**config.mk**
```make
export PLATFORM = sky130hd
export DESIGN_NAME = ipr_top
export DESIGN_NICKNAME = d
export VERILOG_FILES = /design/src/verilog/ipr_pkg.sv /design/src/verilog/ipr_top.sv
export SDC_FILE = /design/constraint.sdc
export NUM_CORES = 1
export LEC_CHECK = 0
export BUFFER_PORTS_ARGS = -buffer_cell sky130_fd_sc_hd__buf_2
export CELL_PAD_IN_SITES_DETAIL_PLACEMENT = 0
export CELL_PAD_IN_SITES_GLOBAL_PLACEMENT = 1
export CORE_MARGIN = 3
export CORE_UTILIZATION = 36
export DETAILED_ROUTE_END_ITERATION = 6
export PLACE_DENSITY = 0.82
export SLEW_MARGIN = 15
export SYNTH_ARGS = -nofsm -noshare
export SYNTH_HDL_FRONTEND = slang
export SYNTH_SLANG_ARGS = --single-unit
```
**constraint.sdc**
```tcl
create_clock -name clk -period 2.3 [get_ports clk]
set_input_delay 0.115 -clock clk [delete_from_list [all_inputs] [get_ports clk]]
set_output_delay 0.115 -clock clk [all_outputs]
set_load 0.005 [all_outputs]
```
**src/verilog/ipr_pkg.sv**
```systemverilog
// Constants, register map and carrier types of the interrupt pending and priority block.
// Assumes a single system clock shared by the bus, the request sources and the core.
package ipr_pkg;

	localparam int DATA_W = 32;
	localparam int REG_W = 8;
	localparam int IDX_W = 12;
	localparam int ADDR_LSB = 2;
	localparam int PERIPH_N = 7;
	localparam int PORT_A_N = 8;
	localparam int PORT_C_N = 4;
	localparam int SRC_N = PERIPH_N + PORT_A_N + PORT_C_N;
	localparam int VEC_W = 5;
	localparam int LVL_W = 2;

	// Register indexes; byte address is four times the index
	localparam logic [IDX_W-1:0] IDX_PERIPH_PEND = 12'h0fc0;
	localparam logic [IDX_W-1:0] IDX_PERIPH_EN_HI = 12'h0fc1;
	localparam logic [IDX_W-1:0] IDX_PERIPH_EN_LO = 12'h0fc2;
	localparam logic [IDX_W-1:0] IDX_PORT_A_PEND = 12'h0fc3;
	localparam logic [IDX_W-1:0] IDX_PORT_C_PEND = 12'h0fc6;
	localparam logic [IDX_W-1:0] IDX_GLOBAL_CTRL = 12'h0fcf;
	localparam logic [IDX_W-1:0] IDX_EVT_STATUS = 12'h0fd0;
	localparam logic [IDX_W-1:0] IDX_EVT_MASK = 12'h0fd1;

	// Writable bit masks; reserved bits hold zero
	localparam logic [REG_W-1:0] PERIPH_MASK = 8'h7f;
	localparam logic [REG_W-1:0] PORT_A_MASK = 8'hff;
	localparam logic [REG_W-1:0] PORT_C_MASK = 8'h0f;
	localparam logic [REG_W-1:0] EVT_MASK_BITS = 8'h03;
	localparam int GIE_BIT = 7;
	localparam int EVT_ACK_BIT = 0;
	localparam int EVT_POLL_BIT = 1;

	localparam logic [REG_W-1:0] RST_BYTE = 8'h00;
	localparam logic [VEC_W-1:0] RST_VEC = 5'h00;
	localparam logic [DATA_W-1:0] RST_WORD = 32'h0000_0000;

	// Priority level codes: {enable high, enable low}
	localparam logic [LVL_W-1:0] LVL_OFF = 2'b00;
	localparam logic [LVL_W-1:0] LVL_1 = 2'b01;
	localparam logic [LVL_W-1:0] LVL_2 = 2'b10;
	localparam logic [LVL_W-1:0] LVL_3 = 2'b11;

	localparam logic [1:0] HTRANS_NONSEQ = 2'b10;
	localparam logic HRESP_OKAY = 1'b0;

	typedef struct packed {
		logic valid;
		logic write;
		logic [IDX_W-1:0] index;
	} ipr_dphase_t;

	typedef struct packed {
		logic [PERIPH_N-1:0] periph;
		logic [PORT_A_N-1:0] port_a;
		logic [PORT_C_N-1:0] port_c;
	} ipr_src_t;

	typedef struct packed {
		logic req;
		logic [VEC_W-1:0] vector;
		logic [LVL_W-1:0] level;
	} ipr_core_req_t;

endpackage : ipr_pkg

```
**src/verilog/ipr_top.sv**
```systemverilog
// Pending-request, enable-pair and priority logic of the interrupt controller, AHB-Lite slave.
// Assumes request pulses, core strobes and the bus all run on clk; no synchronisers needed.
//
// How it works
// - A source request pulse sets its pending bit in its group register.
// - With global enable set, best pending enabled request goes to the core.
// - Pending bits stay readable when globally disabled, so software can poll them.
// - Peripheral pending register: seven sources in bits 6..0, bit 7 reserved, resets zero.
// - A pending bit reads one while waiting for service, zero otherwise.
// - Port A pending register: bit x for pin x, all eight bits, resets zero.
// - Port C pending register: bits 3..0 for pins, bits 7..4 reserved, resets zero.
// - Enable pair decodes: 00 off, 01 level 1, 10 level 2, 11 level 3.
// - Enable-high register aligns with peripheral pending bits, bit 7 reserved, resets zero.
// - Enable-low register aligns with peripheral pending bits, bit 7 reserved, resets zero.
// - Core acknowledge or a software zero clears a pending bit until next request.
// - Software writing one to a pending bit raises it like a hardware request.
// - Level 3 beats 2 beats 1; same level uses fixed vector table order.
//
// Our own choice: the AHB-Lite register port.
`timescale 1ns/1ps

module ipr_top #(
	parameter logic [ipr_pkg::LVL_W-1:0] PIN_LEVEL = ipr_pkg::LVL_1
) (
	input wire logic clk,
	input wire logic rstn,
	input wire logic hsel,
	input wire logic [ipr_pkg::DATA_W-1:0] haddr,
	input wire logic [1:0] htrans,
	input wire logic hwrite,
	input wire logic [2:0] hsize,
	input wire logic [ipr_pkg::DATA_W-1:0] hwdata,
	input wire logic hready,
	output logic hreadyout,
	output logic [ipr_pkg::DATA_W-1:0] hrdata,
	output logic hresp,
	input wire logic [ipr_pkg::PERIPH_N-1:0] periph_req,
	input wire logic [ipr_pkg::PORT_A_N-1:0] port_a_req,
	input wire logic [ipr_pkg::PORT_C_N-1:0] port_c_req,
	input wire logic core_ack,
	input wire logic core_enable,
	input wire logic core_disable,
	output logic core_irq,
	output logic [ipr_pkg::VEC_W-1:0] core_vector,
	output logic [ipr_pkg::LVL_W-1:0] core_level,
	output logic irq
);

	ipr_pkg::ipr_dphase_t dphase_reg;
	ipr_pkg::ipr_dphase_t dphase_next;
	logic [ipr_pkg::DATA_W-1:0] hrdata_reg;
	logic [ipr_pkg::DATA_W-1:0] hrdata_next;

	logic [ipr_pkg::REG_W-1:0] periph_pend_reg;
	logic [ipr_pkg::REG_W-1:0] periph_pend_next;
	logic [ipr_pkg::REG_W-1:0] port_a_pend_reg;
	logic [ipr_pkg::REG_W-1:0] port_a_pend_next;
	logic [ipr_pkg::REG_W-1:0] port_c_pend_reg;
	logic [ipr_pkg::REG_W-1:0] port_c_pend_next;
	logic [ipr_pkg::REG_W-1:0] en_hi_reg;
	logic [ipr_pkg::REG_W-1:0] en_hi_next;
	logic [ipr_pkg::REG_W-1:0] en_lo_reg;
	logic [ipr_pkg::REG_W-1:0] en_lo_next;
	logic gie_reg;
	logic gie_next;
	logic [ipr_pkg::REG_W-1:0] evt_status_reg;
	logic [ipr_pkg::REG_W-1:0] evt_status_next;
	logic [ipr_pkg::REG_W-1:0] evt_mask_reg;
	logic [ipr_pkg::REG_W-1:0] evt_mask_next;
	logic irq_reg;
	logic irq_next;

	ipr_pkg::ipr_core_req_t core_reg;
	ipr_pkg::ipr_core_req_t core_next;

	ipr_pkg::ipr_src_t hw_set;
	ipr_pkg::ipr_src_t ack_clr;
	logic [ipr_pkg::SRC_N-1:0] src_pend;
	logic [ipr_pkg::SRC_N-1:0] src_ack;
	logic [ipr_pkg::LVL_W-1:0] src_lvl [ipr_pkg::SRC_N];
	logic addr_take;
	logic wr_en;
	logic [ipr_pkg::REG_W-1:0] wbyte;
	logic ack_take;
	logic best_found;
	logic [ipr_pkg::VEC_W-1:0] best_vec;
	logic [ipr_pkg::LVL_W-1:0] best_lvl;

	assign hw_set.periph = periph_req;
	assign hw_set.port_a = port_a_req;
	assign hw_set.port_c = port_c_req;

	// Zero wait states; every access is OKAY, unmapped reads return zero
	assign addr_take = hsel && hready && (htrans == ipr_pkg::HTRANS_NONSEQ);
	assign wr_en = dphase_reg.valid && dphase_reg.write;
	assign wbyte = hwdata[ipr_pkg::REG_W-1:0];
	assign ack_take = core_ack && core_reg.req;

	always_comb begin
		dphase_next.valid = addr_take;
		dphase_next.write = hwrite;
		dphase_next.index = haddr[ipr_pkg::ADDR_LSB +: ipr_pkg::IDX_W];
	end

	// Vector table order: timer 1 first, port C pin 0 last
	genvar gi;
	generate
		for (gi = 0; gi < ipr_pkg::SRC_N; gi++) begin : g_src
			if (gi < ipr_pkg::PERIPH_N) begin : g_periph
				localparam int B = ipr_pkg::PERIPH_N - 1 - gi;
				assign src_pend[gi] = periph_pend_reg[B];
				assign src_lvl[gi] = {en_hi_reg[B], en_lo_reg[B]};
				assign ack_clr.periph[B] = src_ack[gi];
			end else if (gi < ipr_pkg::PERIPH_N + ipr_pkg::PORT_A_N) begin : g_port_a
				localparam int B = ipr_pkg::PERIPH_N + ipr_pkg::PORT_A_N - 1 - gi;
				assign src_pend[gi] = port_a_pend_reg[B];
				assign src_lvl[gi] = PIN_LEVEL;
				assign ack_clr.port_a[B] = src_ack[gi];
			end else begin : g_port_c
				localparam int B = ipr_pkg::SRC_N - 1 - gi;
				assign src_pend[gi] = port_c_pend_reg[B];
				assign src_lvl[gi] = PIN_LEVEL;
				assign ack_clr.port_c[B] = src_ack[gi];
			end
			assign src_ack[gi] = ack_take && (core_reg.vector == ipr_pkg::VEC_W'(gi));
		end
	endgenerate

	// Later matches overwrite earlier ones: higher level wins, then lower table index
	always_comb begin
		best_found = 1'b0;
		best_vec = ipr_pkg::RST_VEC;
		best_lvl = ipr_pkg::LVL_OFF;
		for (int l = int'(ipr_pkg::LVL_1); l <= int'(ipr_pkg::LVL_3); l++) begin
			for (int s = ipr_pkg::SRC_N - 1; s >= 0; s--) begin
				if (src_pend[s] && (src_lvl[s] == ipr_pkg::LVL_W'(l)) && !src_ack[s]) begin
					best_found = 1'b1;
					best_vec = ipr_pkg::VEC_W'(s);
					best_lvl = ipr_pkg::LVL_W'(l);
				end
			end
		end
	end

	// Pending registers: software write value first, then ack clear, then hardware set wins
	always_comb begin
		periph_pend_next = periph_pend_reg;
		port_a_pend_next = port_a_pend_reg;
		port_c_pend_next = port_c_pend_reg;
		if (wr_en) begin
			unique case (dphase_reg.index)
				ipr_pkg::IDX_PERIPH_PEND: begin
					periph_pend_next = wbyte & ipr_pkg::PERIPH_MASK;
				end
				ipr_pkg::IDX_PORT_A_PEND: begin
					port_a_pend_next = wbyte & ipr_pkg::PORT_A_MASK;
				end
				ipr_pkg::IDX_PORT_C_PEND: begin
					port_c_pend_next = wbyte & ipr_pkg::PORT_C_MASK;
				end
				default: begin
				end
			endcase
		end
		periph_pend_next[ipr_pkg::PERIPH_N-1:0] = periph_pend_next[ipr_pkg::PERIPH_N-1:0] & ~ack_clr.periph;
		port_a_pend_next[ipr_pkg::PORT_A_N-1:0] = port_a_pend_next[ipr_pkg::PORT_A_N-1:0] & ~ack_clr.port_a;
		port_c_pend_next[ipr_pkg::PORT_C_N-1:0] = port_c_pend_next[ipr_pkg::PORT_C_N-1:0] & ~ack_clr.port_c;
		periph_pend_next[ipr_pkg::PERIPH_N-1:0] = periph_pend_next[ipr_pkg::PERIPH_N-1:0] | hw_set.periph;
		port_a_pend_next[ipr_pkg::PORT_A_N-1:0] = port_a_pend_next[ipr_pkg::PORT_A_N-1:0] | hw_set.port_a;
		port_c_pend_next[ipr_pkg::PORT_C_N-1:0] = port_c_pend_next[ipr_pkg::PORT_C_N-1:0] | hw_set.port_c;
	end

	// Enable pairs change only by a write to their own index
	always_comb begin
		en_hi_next = en_hi_reg;
		en_lo_next = en_lo_reg;
		if (wr_en && (dphase_reg.index == ipr_pkg::IDX_PERIPH_EN_HI)) begin
			en_hi_next = wbyte & ipr_pkg::PERIPH_MASK;
		end
		if (wr_en && (dphase_reg.index == ipr_pkg::IDX_PERIPH_EN_LO)) begin
			en_lo_next = wbyte & ipr_pkg::PERIPH_MASK;
		end
	end

	// Global enable: acknowledge and disable strobes beat enable and a written one
	always_comb begin
		gie_next = gie_reg;
		if (wr_en && (dphase_reg.index == ipr_pkg::IDX_GLOBAL_CTRL)) begin
			gie_next = wbyte[ipr_pkg::GIE_BIT];
		end
		if (core_enable) begin
			gie_next = 1'b1;
		end
		if (core_disable || ack_take) begin
			gie_next = 1'b0;
		end
	end

	// Request to the core drops at the edge that ends the acknowledge cycle to avoid a double ack
	always_comb begin
		core_next.req = gie_reg && best_found && !ack_take;
		core_next.vector = best_found ? best_vec : core_reg.vector;
		core_next.level = best_found ? best_lvl : ipr_pkg::LVL_OFF;
	end

	// Event flags: set beats a write-one clear in the same cycle
	always_comb begin
		evt_status_next = evt_status_reg;
		evt_mask_next = evt_mask_reg;
		if (wr_en && (dphase_reg.index == ipr_pkg::IDX_EVT_STATUS)) begin
			evt_status_next = evt_status_reg & ~(wbyte & ipr_pkg::EVT_MASK_BITS);
		end
		if (wr_en && (dphase_reg.index == ipr_pkg::IDX_EVT_MASK)) begin
			evt_mask_next = wbyte & ipr_pkg::EVT_MASK_BITS;
		end
		if (ack_take) begin
			evt_status_next[ipr_pkg::EVT_ACK_BIT] = 1'b1;
		end
		if (!gie_reg && (|hw_set)) begin
			evt_status_next[ipr_pkg::EVT_POLL_BIT] = 1'b1;
		end
		irq_next = |(evt_status_next & evt_mask_next);
	end

	// Read data from next values so a read right after a write sees the new contents
	always_comb begin
		hrdata_next = ipr_pkg::RST_WORD;
		if (addr_take && !hwrite) begin
			unique case (haddr[ipr_pkg::ADDR_LSB +: ipr_pkg::IDX_W])
				ipr_pkg::IDX_PERIPH_PEND: begin
					hrdata_next[ipr_pkg::REG_W-1:0] = periph_pend_next;
				end
				ipr_pkg::IDX_PERIPH_EN_HI: begin
					hrdata_next[ipr_pkg::REG_W-1:0] = en_hi_next;
				end
				ipr_pkg::IDX_PERIPH_EN_LO: begin
					hrdata_next[ipr_pkg::REG_W-1:0] = en_lo_next;
				end
				ipr_pkg::IDX_PORT_A_PEND: begin
					hrdata_next[ipr_pkg::REG_W-1:0] = port_a_pend_next;
				end
				ipr_pkg::IDX_PORT_C_PEND: begin
					hrdata_next[ipr_pkg::REG_W-1:0] = port_c_pend_next;
				end
				ipr_pkg::IDX_GLOBAL_CTRL: begin
					hrdata_next[ipr_pkg::GIE_BIT] = gie_next;
				end
				ipr_pkg::IDX_EVT_STATUS: begin
					hrdata_next[ipr_pkg::REG_W-1:0] = evt_status_next;
				end
				ipr_pkg::IDX_EVT_MASK: begin
					hrdata_next[ipr_pkg::REG_W-1:0] = evt_mask_next;
				end
				default: begin
					hrdata_next = ipr_pkg::RST_WORD;
				end
			endcase
		end
	end

	// Address phase held for the data phase that follows it
	always_ff @(posedge clk or negedge rstn) begin
		if (!rstn) begin
			dphase_reg <= '0;
		end else begin
			dphase_reg <= dphase_next;
		end
	end

	// Read data stands for one data phase only, zero otherwise
	always_ff @(posedge clk or negedge rstn) begin
		if (!rstn) begin
			hrdata_reg <= ipr_pkg::RST_WORD;
		end else begin
			hrdata_reg <= hrdata_next;
		end
	end

	// Pending bits: set by sources or software, cleared by acknowledge or software
	always_ff @(posedge clk or negedge rstn) begin
		if (!rstn) begin
			periph_pend_reg <= ipr_pkg::RST_BYTE;
			port_a_pend_reg <= ipr_pkg::RST_BYTE;
			port_c_pend_reg <= ipr_pkg::RST_BYTE;
		end else begin
			periph_pend_reg <= periph_pend_next;
			port_a_pend_reg <= port_a_pend_next;
			port_c_pend_reg <= port_c_pend_next;
		end
	end

	// Enable pairs reset to disabled for every peripheral source
	always_ff @(posedge clk or negedge rstn) begin
		if (!rstn) begin
			en_hi_reg <= ipr_pkg::RST_BYTE;
			en_lo_reg <= ipr_pkg::RST_BYTE;
		end else begin
			en_hi_reg <= en_hi_next;
			en_lo_reg <= en_lo_next;
		end
	end

	// Global enable resets off so nothing is vectored before software is ready
	always_ff @(posedge clk or negedge rstn) begin
		if (!rstn) begin
			gie_reg <= 1'b0;
		end else begin
			gie_reg <= gie_next;
		end
	end

	// Registered request keeps vector and level steady while the core samples them
	always_ff @(posedge clk or negedge rstn) begin
		if (!rstn) begin
			core_reg <= '0;
		end else begin
			core_reg <= core_next;
		end
	end

	// Event flags and the interrupt line they drive
	always_ff @(posedge clk or negedge rstn) begin
		if (!rstn) begin
			evt_status_reg <= ipr_pkg::RST_BYTE;
			evt_mask_reg <= ipr_pkg::RST_BYTE;
			irq_reg <= 1'b0;
		end else begin
			evt_status_reg <= evt_status_next;
			evt_mask_reg <= evt_mask_next;
			irq_reg <= irq_next;
		end
	end

	// Transfer size is not checked; only whole-word accesses are expected
	assign hreadyout = 1'b1;
	assign hresp = ipr_pkg::HRESP_OKAY;
	assign hrdata = hrdata_reg;
	assign core_irq = core_reg.req;
	assign core_vector = core_reg.vector;
	assign core_level = core_reg.level;
	assign irq = irq_reg;

endmodule : ipr_top

```
* Yosys cells after proc, flatten, opt, wreduce, memory -nomap -nowiden
Cells that the tools add are included.
** Cells by class
- Add/sub/neg operators :: 0
- Multiply operators :: 0
- Div/mod/pow operators :: 0
- Magnitude comparators :: 0
- Equality and inequality tests :: 56
- Shifts and indexed selects :: 0
- Multiplexer cells :: 118
- Bitwise operators :: 12
- Reductions and logical operators :: 112
** Operator list (number)
- == test 12 bit, second input constant :: 16
- two-way mux 5 bit :: 33
- two-way mux 8 bit :: 11
- logical AND 1 bit :: 86
- two-way mux 1 bit :: 57
- one-hot mux 7 bit (7 select lines) :: 1
- == test 5 x 4 -> 1 bit, second input constant :: 8
- == test 2 bit, second input constant :: 15
- two-way mux 2 bit :: 15
- AND 8 bit :: 3
- logical NOT 1 bit :: 22
- == test 5 x 3 -> 1 bit, second input constant :: 4
- OR reduction 19 bit :: 1
- == test 5 bit, second input constant :: 3
- == test 2 x 1 -> 1 bit, second input constant :: 7
- == test 5 x 2 -> 1 bit, second input constant :: 2
- NOT 2 -> 8 bit :: 1
- NOT 8 bit :: 1
- bitwise OR 8 bit :: 1
- one-hot mux 1 bit (8 select lines) :: 1
- OR reduction 8 bit :: 1
- AND 7 bit :: 1
- NOT 7 bit :: 1
- bitwise OR 7 bit :: 1
- other kinds (6) :: 6
** Storage, ports and cells
- Register bits after elaboration :: 112
- Latch bits :: 0
- Bits in writable memories :: 0
- ROM bits :: 0
- Bits of input ports :: 96
- Output and inout port bits :: 43
- Word-level logic and storage cells :: 314
- Memories kept :: 0

* Longest topological paths before layout
Gate-level depths: netlist of the first run.
- Depth after elaboration :: 39
- Mapped depth :: 9
- Mapped depth without buffers :: 7

* Worst setup path after synthesis of the first run
OpenSTA, ideal clock, no wires.
- Kind :: register to register
- From :: reg dphase_reg[3] in the netlist's numbering
- To :: reg hrdata_reg (netlist bit hrdata[5])
- Setup time :: 0.131 ns
- Arrival :: 2.367 ns
- Data required time :: 2.169 ns
- Setup slack :: -0.198 ns
- Cell stages (with the launch flop) :: 8
- Buffers on the path :: 0
- Clock period less this slack :: 2.498 ns
- Path through :: dfrtp_1 or4b_4 nor4_4 mux2_4 a21o_4 or2_1 o211ai_1 a31oi_1
** On the way
- Word-level cells in the longest chain between the ends :: 7
- Elaborated cells between the ends (all ways) :: 27
- Classes of those cells :: eq/ne (7); mux (12); bitwise (4); reduce/logical (4)
** RTL lines
- start, declared :: line ipr_top.sv:49 : ipr_pkg::ipr_dphase_t dphase_reg;
- start signal, assigned :: line ipr_top.sv:266 : dphase_reg <= dphase_next;
- == test 12 bit :: line ipr_top.sv:151 : unique case (dphase_reg.index)
- two-way mux 8 bit :: line ipr_top.sv:151
- two-way mux 8 bit :: line ipr_top.sv:150 : if (wr_en) begin
- AND 8 bit :: line ipr_top.sv:166 : port_a_pend_next[ipr_pkg::PORT_A_N-1:0] = port_a_pend_next[ipr_pkg::PORT_A_N-1:0] & ~ack_clr.port_a;
- bitwise OR 8 bit :: line ipr_top.sv:169 : port_a_pend_next[ipr_pkg::PORT_A_N-1:0] = port_a_pend_next[ipr_pkg::PORT_A_N-1:0] | hw_set.port_a;
- net port_a_pend_next (one bit) :: line ipr_top.sv:57 : logic [ipr_pkg::REG_W-1:0] port_a_pend_next;
- one-hot mux 7 bit (7 select lines) :: line ipr_top.sv:229 : unique case (haddr[ipr_pkg::ADDR_LSB +: ipr_pkg::IDX_W])
- two-way mux 8 bit :: line ipr_top.sv:228 : if (addr_take && !hwrite) begin
- net hrdata_next (one bit) :: line ipr_top.sv:52 : logic [ipr_pkg::DATA_W-1:0] hrdata_next;
- end signal, assigned :: line ipr_top.sv:273 : hrdata_reg <= ipr_pkg::RST_WORD;
- end signal, assigned :: line ipr_top.sv:275 : hrdata_reg <= hrdata_next;
- end, declared :: line ipr_top.sv:51 : logic [ipr_pkg::DATA_W-1:0] hrdata_reg;
The timed path passes the listed nets, and every way through them passes these cells.
A chain may end at the register's enable or synchronous reset.

* Worst setup path after layout of the first run
- From :: reg core_reg (netlist bit core_vector[3])
- To :: reg core_reg (netlist bit core_vector[2])
** On the way
- Word-level cells in the longest chain between the ends :: 37
- Elaborated cells between the ends (all ways) :: 155
- Classes of those cells :: eq/ne (18); mux (65); reduce/logical (72)
** RTL lines
- start, declared :: line ipr_top.sv:73 : ipr_pkg::ipr_core_req_t core_reg;
- start signal, assigned :: line ipr_top.sv:317 : core_reg <= core_next;
- == test 5 bit :: line ipr_top.sv:125 : assign src_ack[gi] = ack_take && (core_reg.vector == ipr_pkg::VEC_W'(gi));
- logical AND 1 bit :: line ipr_top.sv:125
- logical NOT 1 bit
- logical AND 1 bit :: line ipr_top.sv:136 : if (src_pend[s] && (src_lvl[s] == ipr_pkg::LVL_W'(l)) && !src_ack[s]) begin
- two-way mux 1 bit (33 in series) :: line ipr_top.sv:136
Several ways; a longest one is shown, not always the timed one.

==> metrics.md, run 1 <==
| Metric | Value |
|---|---|
| Outcome | `complete, but fails checks` |
| Violated checks | `setup timing` |
| Post-DRT Antenna Nets | `0` |
| Total track usage | `22.05%` |
| Top cell type's share of synthesized area | `41.86%` |
| Die footprint | `15050 um^2` |
| Antenna diodes | `0` |
| Die H | `122.7 um` |
| Crit path kind | `flop to flop` |
| Sequential area share after synthesis | `41.86%` |
| Row count | `42` |
| I/O pins | `139` |
| Initial antenna violation count | `0` |
| Yosys warns | `0` |
| Most frequent cells after synthesis | `82 x dfrtp_1, 33 x nand2_1, 27 x buf_4, 22 x inv_1, 19 x nor2_1` |
| Pleak | `3.163 nW` |
| Layout cells sized above 1 | `40.35%` |
| Global route total overflow | `0` |
| Starting Density | `36.87%` |
| TritonCTS Buffers | `9` |
| Pre-CTS setup slack | `-0.1296 ns` |
| Drt via density | `about 5.5` |
| PD cells | `about 500 nW/um^2` |
| CORE AREA | `13300 um^2` |
| Fin nets | `775` |
| Worst-path clk slew | `0.07 ns` |
| Netlist cell types | `slightly above 80` |
| Wirelength per Cell | `19.50 um` |
| CP max FO | `4` |
| DR DRC count | `0` |
| EDFF count, synth | `0` |
| RSZ-0062 raised after global routing | `yes` |
| Synth Instances | `482` |
| Final clock skew | `0.006330 ns` |
| Count leader, synth | `dfrtp_1` |
| Largest net degree at the start of global routing | `58` |
| Fillcell total | `1184` |
| Crit share post-route | `101.2%` |
| Overall Power | `between 0.003 and 0.004 W` |
| CTS tree | `done` |
| CTS root buf | `clkbuf_16` |
| Synth async-reset ratio | `100.0%` |
| Critical Path RT | `between 2 and 3 ns` |
| # setup viols final | `5` |
| Critical path arrival | `between 2 and 3 ns` |
| HP Class | `input port to flop` |
| Total wire length | `about 17000 um` |
| Worst-Skew Late Latency | `between 0.3 and 0.4 ns` |
| Final setup margin | `-0.02808 ns` |
| Top cells by area, synth | `dfrtp_1 42%, buf_4 4.1%, mux2i_1 3.7%` |
| Fin crit period | `2.328 ns` |
| Startpoint type of the worst setup path | `flop` |
| Fmax | `0.4295 GHz` |
| Area of the multi-input gates | `2793 um^2` |
| H-Tree Level Count | `3` |
| Num Clock Sinks | `82` |
| Vias in the first global route | `4787` |
| VDD IR max | `approximately 0.3 mV` |
| Ys flop type | `dfrtp_1` |
| First-pass GRT wire length | `25310 um` |
| Slew Viols, Final | `0` |
| FF+latch count, synth | `82` |
| Placer Congestion | `~1` |
| Synth Cell Area | `roughly 5000 um^2` |
| Setup crit end kind | `flop` |
| Maxcap violations | `0` |
| DR pass1 iterations | `5` |
| Sequential cell area | `2056 um^2` |
| Longest Clk Path Bufs | `2` |
| DRT iter0 DRCs | `370` |
| Syn Area/Cell | `10.17 um^2` |
| Yosys top cell by area | `dfrtp_1` |
| IO Port Bufs | `65` |
| Final hold viol count | `0` |
| DR vias | `between 4000 and 5000` |
| Chip Width | `122.7 um` |
| Area growth, synth to finish | `41.32%` |
| Post-DP HPWL | `12870 um` |
| Max reg flops | `14` |
==> layout by cell type, fill, tap and decap left out, types with 8 or more instances in the layout <==
master / n
mux2_2: 12
buf_2: 64
and2_1: 14
inv_1: 22
buf_4: 116
nand4_1: 11
a31oi_1: 11
nor2_1: 17
o21ai_0: 9
dfrtp_1: 79
clkbuf_16: 9
dlygate4sd3_1: 14
nand2_1: 32
conb_1: 26
a21oi_1: 10
mux2i_1: 16
nand3_1: 12
nor3_1: 10
o211ai_1: 8
==> stage by stage <==
step	cell area (um^2)	hold slack (ns)	util, %	instances	setup TNS, ns
after CTS	6653	0.004316	50.04	847	-0.003321
final	6928	0.01102	52.11	860	-0.04246
after global routing	6928	0.01299	52.11	860	-0.9289
after floorplan	4995	-0.1806	-	506	-0.1248
after detailed placement	6020	0.05418	45.28	805	-0.6276
after global placement	6020	0.04363	45.28	805	-0.5375
==> final timing paths <==
path,startpoint,to,slack [ns],cells past startpoint
setup / recovery,core_vector[3],core_vector[2],-0.03,7
hold / removal,port_a_req[4],port_a_pend_reg[4],0.01,2
setup reg to reg,core_vector[3],core_vector[2],-0.03,7
hold reg to reg,en_lo_reg[7],en_lo_reg[7],0.46,2
max in group asynchronous,rstn,hrdata[4],1.45,3
min in group asynchronous,rstn,dphase_reg[11],0.23,2
==> where the power goes <==
group / leakage, nW / internal, W / switching [W] / total, W
clock network: 0.144 / 0.000788 / 0.000642 / 0.00143
registers: 0.956 / 0.00148 / 0.0000336 / 0.00151
logic: 2.06 / 0.000244 / 0.000277 / 0.000521
total: 3.16 / 0.00251 / 0.000952 / 0.00346
==> critical path: stages, from the launching register on <==
cell	delay [ns]
dfrtp_1	0.39
or2_4	0.29
o311a_4	0.39
a2111oi_4	0.40
nand2_1	0.09
or3_4	0.38
nor2_4	0.15
o2bb2ai_1	0.15
==> cell type report <==
class	count	share of cell area, %
clock buffers	10	3.450
multi-input cells	360	40.31
repair buffers	204	21.38
well taps	176	3.179
clock inverters	6	0.8127
flip-flops and latches	82	29.67
inverters	22	1.192
==> layer usage <==
metal / part of all wire [%] / GRT usage [%] / up-vias
li1: - / - / 2169
met1: 42 / 28.06 / 2334
met2: 50 / 37.99 / 170
met3: 5.1 / 2.857 / 41
met4: 3.3 / 8.607 / 0
met5: 0 / 0 / -
==> timing repair <==
| item | 4_1_cts | 5_1_grt |
|---|---|---|
| buffers inserted | 11 | 13 |
| hold buffers | 14 | 0 |
| setup endpoints to repair | 10 | 15 |
| gates resized for setup | 19 | 39 |
| pin swaps | 14 | 24 |
| endpoints found under the hold margin | 38 | 0 |
| cloned | 1 | 0 |
==> kinds of logic after synthesis <==
logic type | synth area share (%)
and+or+nand+nor | 22.46
AOI/OAI and AO/OA | 21.03
DFF | 41.86
buffers and inverters | 7.529
muxes | 6.968
other | 0.1532
(Power assumes the default switching activity.)
==> run 2, diff against run 1 <==
- clock period: 2.3 -> 1.9 ns (I/O delays scaled with it)
==> run 2 against run 1 <==
Net effect: the flow still finishes with violations (setup timing); via count grew 7.4%; sequential share of layout area shrank 1.9 points; hold slack got worse by 0.0046 ns.
==> metrics.md, run 2 (synthesis gave the netlist of run 1 again) <==
| Metric | Value |
|---|---|
| Min-Delay Endpoint | `periph_pend_reg[3]` |
| Placed Cells | `835` |
| CTS tree | `done` |
| RSZ-0062 raised after global routing | `yes` |
| Total track usage | `24.14%` |
| Die footprint | `15050 um^2` |
| Pleak | `between 3 and 4 nW` |
| CP max FO | `4` |
| Most frequent cells in the layout | `128 x buf_4, 78 x dfrtp_1, 64 x buf_2` |
| # setup viols final | `37` |
| Worst hold path depth | `2` |
| Fin nets | `roughly 800` |
| Final setup margin | `-0.4621 ns` |
| Commonest non-fill, non-tap cell in the layout | `buf_4` |
| Largest net degree at the start of global routing | `50` |
| Area growth, synth to finish | `51.07%` |
| First-pass GRT wire length | `27500 um` |
| Maxcap violations | `0` |
| Setup crit end kind | `flop` |
| Critical Path RT | `about 2.1 ns` |
| Wirelength per Cell | `20.48 um` |
| Min-delay src | `periph_req[3]` |
| Vias in the first global route | `4946` |
| Initial antenna violation count | `0` |
| Max reg flops | `14` |
| Fmax | `0.4234 GHz` |
| Overall Power | `0.004235 W` |
| Starting Density | `36.87%` |
| Worst-Skew Late Latency | `0.35 ns` |
| TritonCTS Buffers | `9` |
| Layout cells sized above 1 | `47.69%` |
| Placer Congestion | `0.9587` |
| CTS root buf | `clkbuf_16` |
| Fin cells | `approximately 890` |
| Slew Viols, Final | `0` |
| Total wire length | `roughly 18000 um` |
| R2r setup slk | `-0.46 ns` |
| End of the worst register-to-register path | `hrdata[3]` |
| Fin crit period | `roughly 2.4 ns` |
| Longest Clk Path Bufs | `2` |
| Num Clock Sinks | `82` |
| Post-DRT Antenna Nets | `0` |
| Antenna diodes | `0` |
| Final hold viol count | `0` |
| Startpoint type of the worst setup path | `flop` |
| Startpoint of the worst register-to-register path | `dphase_reg[9]` |
| Final clock skew | `~0.011 ns` |
| Row count | `between 40 and 50` |
| Die H | `122.7 um` |
| PD cells | `571.8 nW/um^2` |
| Chip Width | `122.7 um` |
| Post-DP HPWL | `13200 um` |
| HP Class | `input port to flop` |
| DR pass1 iterations | `5` |
| Crit share post-route | `124.3%` |
| DR DRC count | `0` |
| Outcome | `complete, but fails checks` |
| I/O pins | `139` |
| VDD IR max | `0.3876 mV` |
| DRT iter0 DRCs | `538` |
| Global route total overflow | `0` |
| Register-to-Register Path Depth | `7` |
| CORE AREA | `13300 um^2` |
| Critical path arrival | `2.58 ns` |
| Drt via density | `5.696` |
| H-Tree Level Count | `3` |
| Violated checks | `setup timing` |
| Crit path kind | `flop to flop` |
| IO Port Bufs | `65` |
| Worst-path clk slew | `0.07 ns` |
| DR vias | `around 5100` |
## run 2: changes by cell type in the layout (fill, tap and decap cells not counted), sizes merged
cell	previous run	this run
buf	189	216
clkinv	0	3
inv	27	23
bufbuf	1	0
clkinvlp	1	2
dlygate4sd3	14	17
## run 2: worst max-delay path, cell delays in order (launching register included)
cell and delay [ns]:
dfrtp_1 0.35, nand4_1 0.21, nor4_4 0.43, and3_4 0.32, mux2_4 0.34, a32o_2 0.28, a221oi_2 0.20, a21oi_2 0.10
## run 2: what timing repair did
| item | in CTS | in global routing |
|---|---|---|
| endpoints found under the setup margin | 25 | 39 |
| buffers inserted | 17 | 12 |
| gates resized for setup | 48 | 68 |
| hold endpoints to repair | 49 | 0 |
| hold buffers | 17 | 0 |
| pin swaps | 23 | 28 |
## run 2: area by class of cell
type / count / area (um^2)
Clock buffer: 10 / 239.0
Clock inverter: 6 / 50.05
Fill cell: 1117 / 5889
Inverter: 22 / 82.58
Multi-Input combinational cell: 360 / 3009
Sequential cell: 82 / 2057
Tap cell: 176 / 220.2
Timing Repair Buffer: 233 / 1748
## run 2: stage by stage
step | TNS, ns | instance area, um^2 | setup WS (ns) | utilization (%) | hold WS (ns)
after global placement | -6.480 | 6307 | -0.5048 | 47.44 | 0.06098
after floorplan | -5.134 | 5035 | -0.5248 | - | -0.2006
final | -7.109 | 7406 | -0.4621 | 55.70 | 0.006421
after detailed placement | -6.453 | 6307 | -0.4707 | 47.44 | 0.07122
after global routing | -9.742 | 7406 | -0.5216 | 55.70 | 0.002323
after CTS | -5.016 | 7104 | -0.3840 | 53.44 | 0.006718
## run 2: where the power goes
| group | switching, W | internal [W] | leakage, nW |
|---|---|---|---|
| registers | 0.0000439 | 0.00179 | 0.954 |
| clock network | 0.000788 | 0.000934 | 0.135 |
| logic | 0.000367 | 0.000314 | 2.26 |
## run 2: worst max path at each step
stage,endpoint,start
2_1_floorplan,hrdata[5],dphase_reg[3]
3_3_place_gp,core_vector[1],core_vector[0]
3_5_place_dp,core_vector[1],core_vector[0]
4_1_cts,core_vector[3],core_vector[3]
5_1_grt,core_vector[1],core_vector[3]
6_report,hrdata[3],dphase_reg[9]
## run 2: layer usage
layer	vias to the layer above	global-route usage, %	wire length (um)
li1	2242	-	-
met1	2513	30.98	7663
met2	250	39.19	8749
met3	59	3.917	1068
met4	0	12.60	728
met5	-	0	0
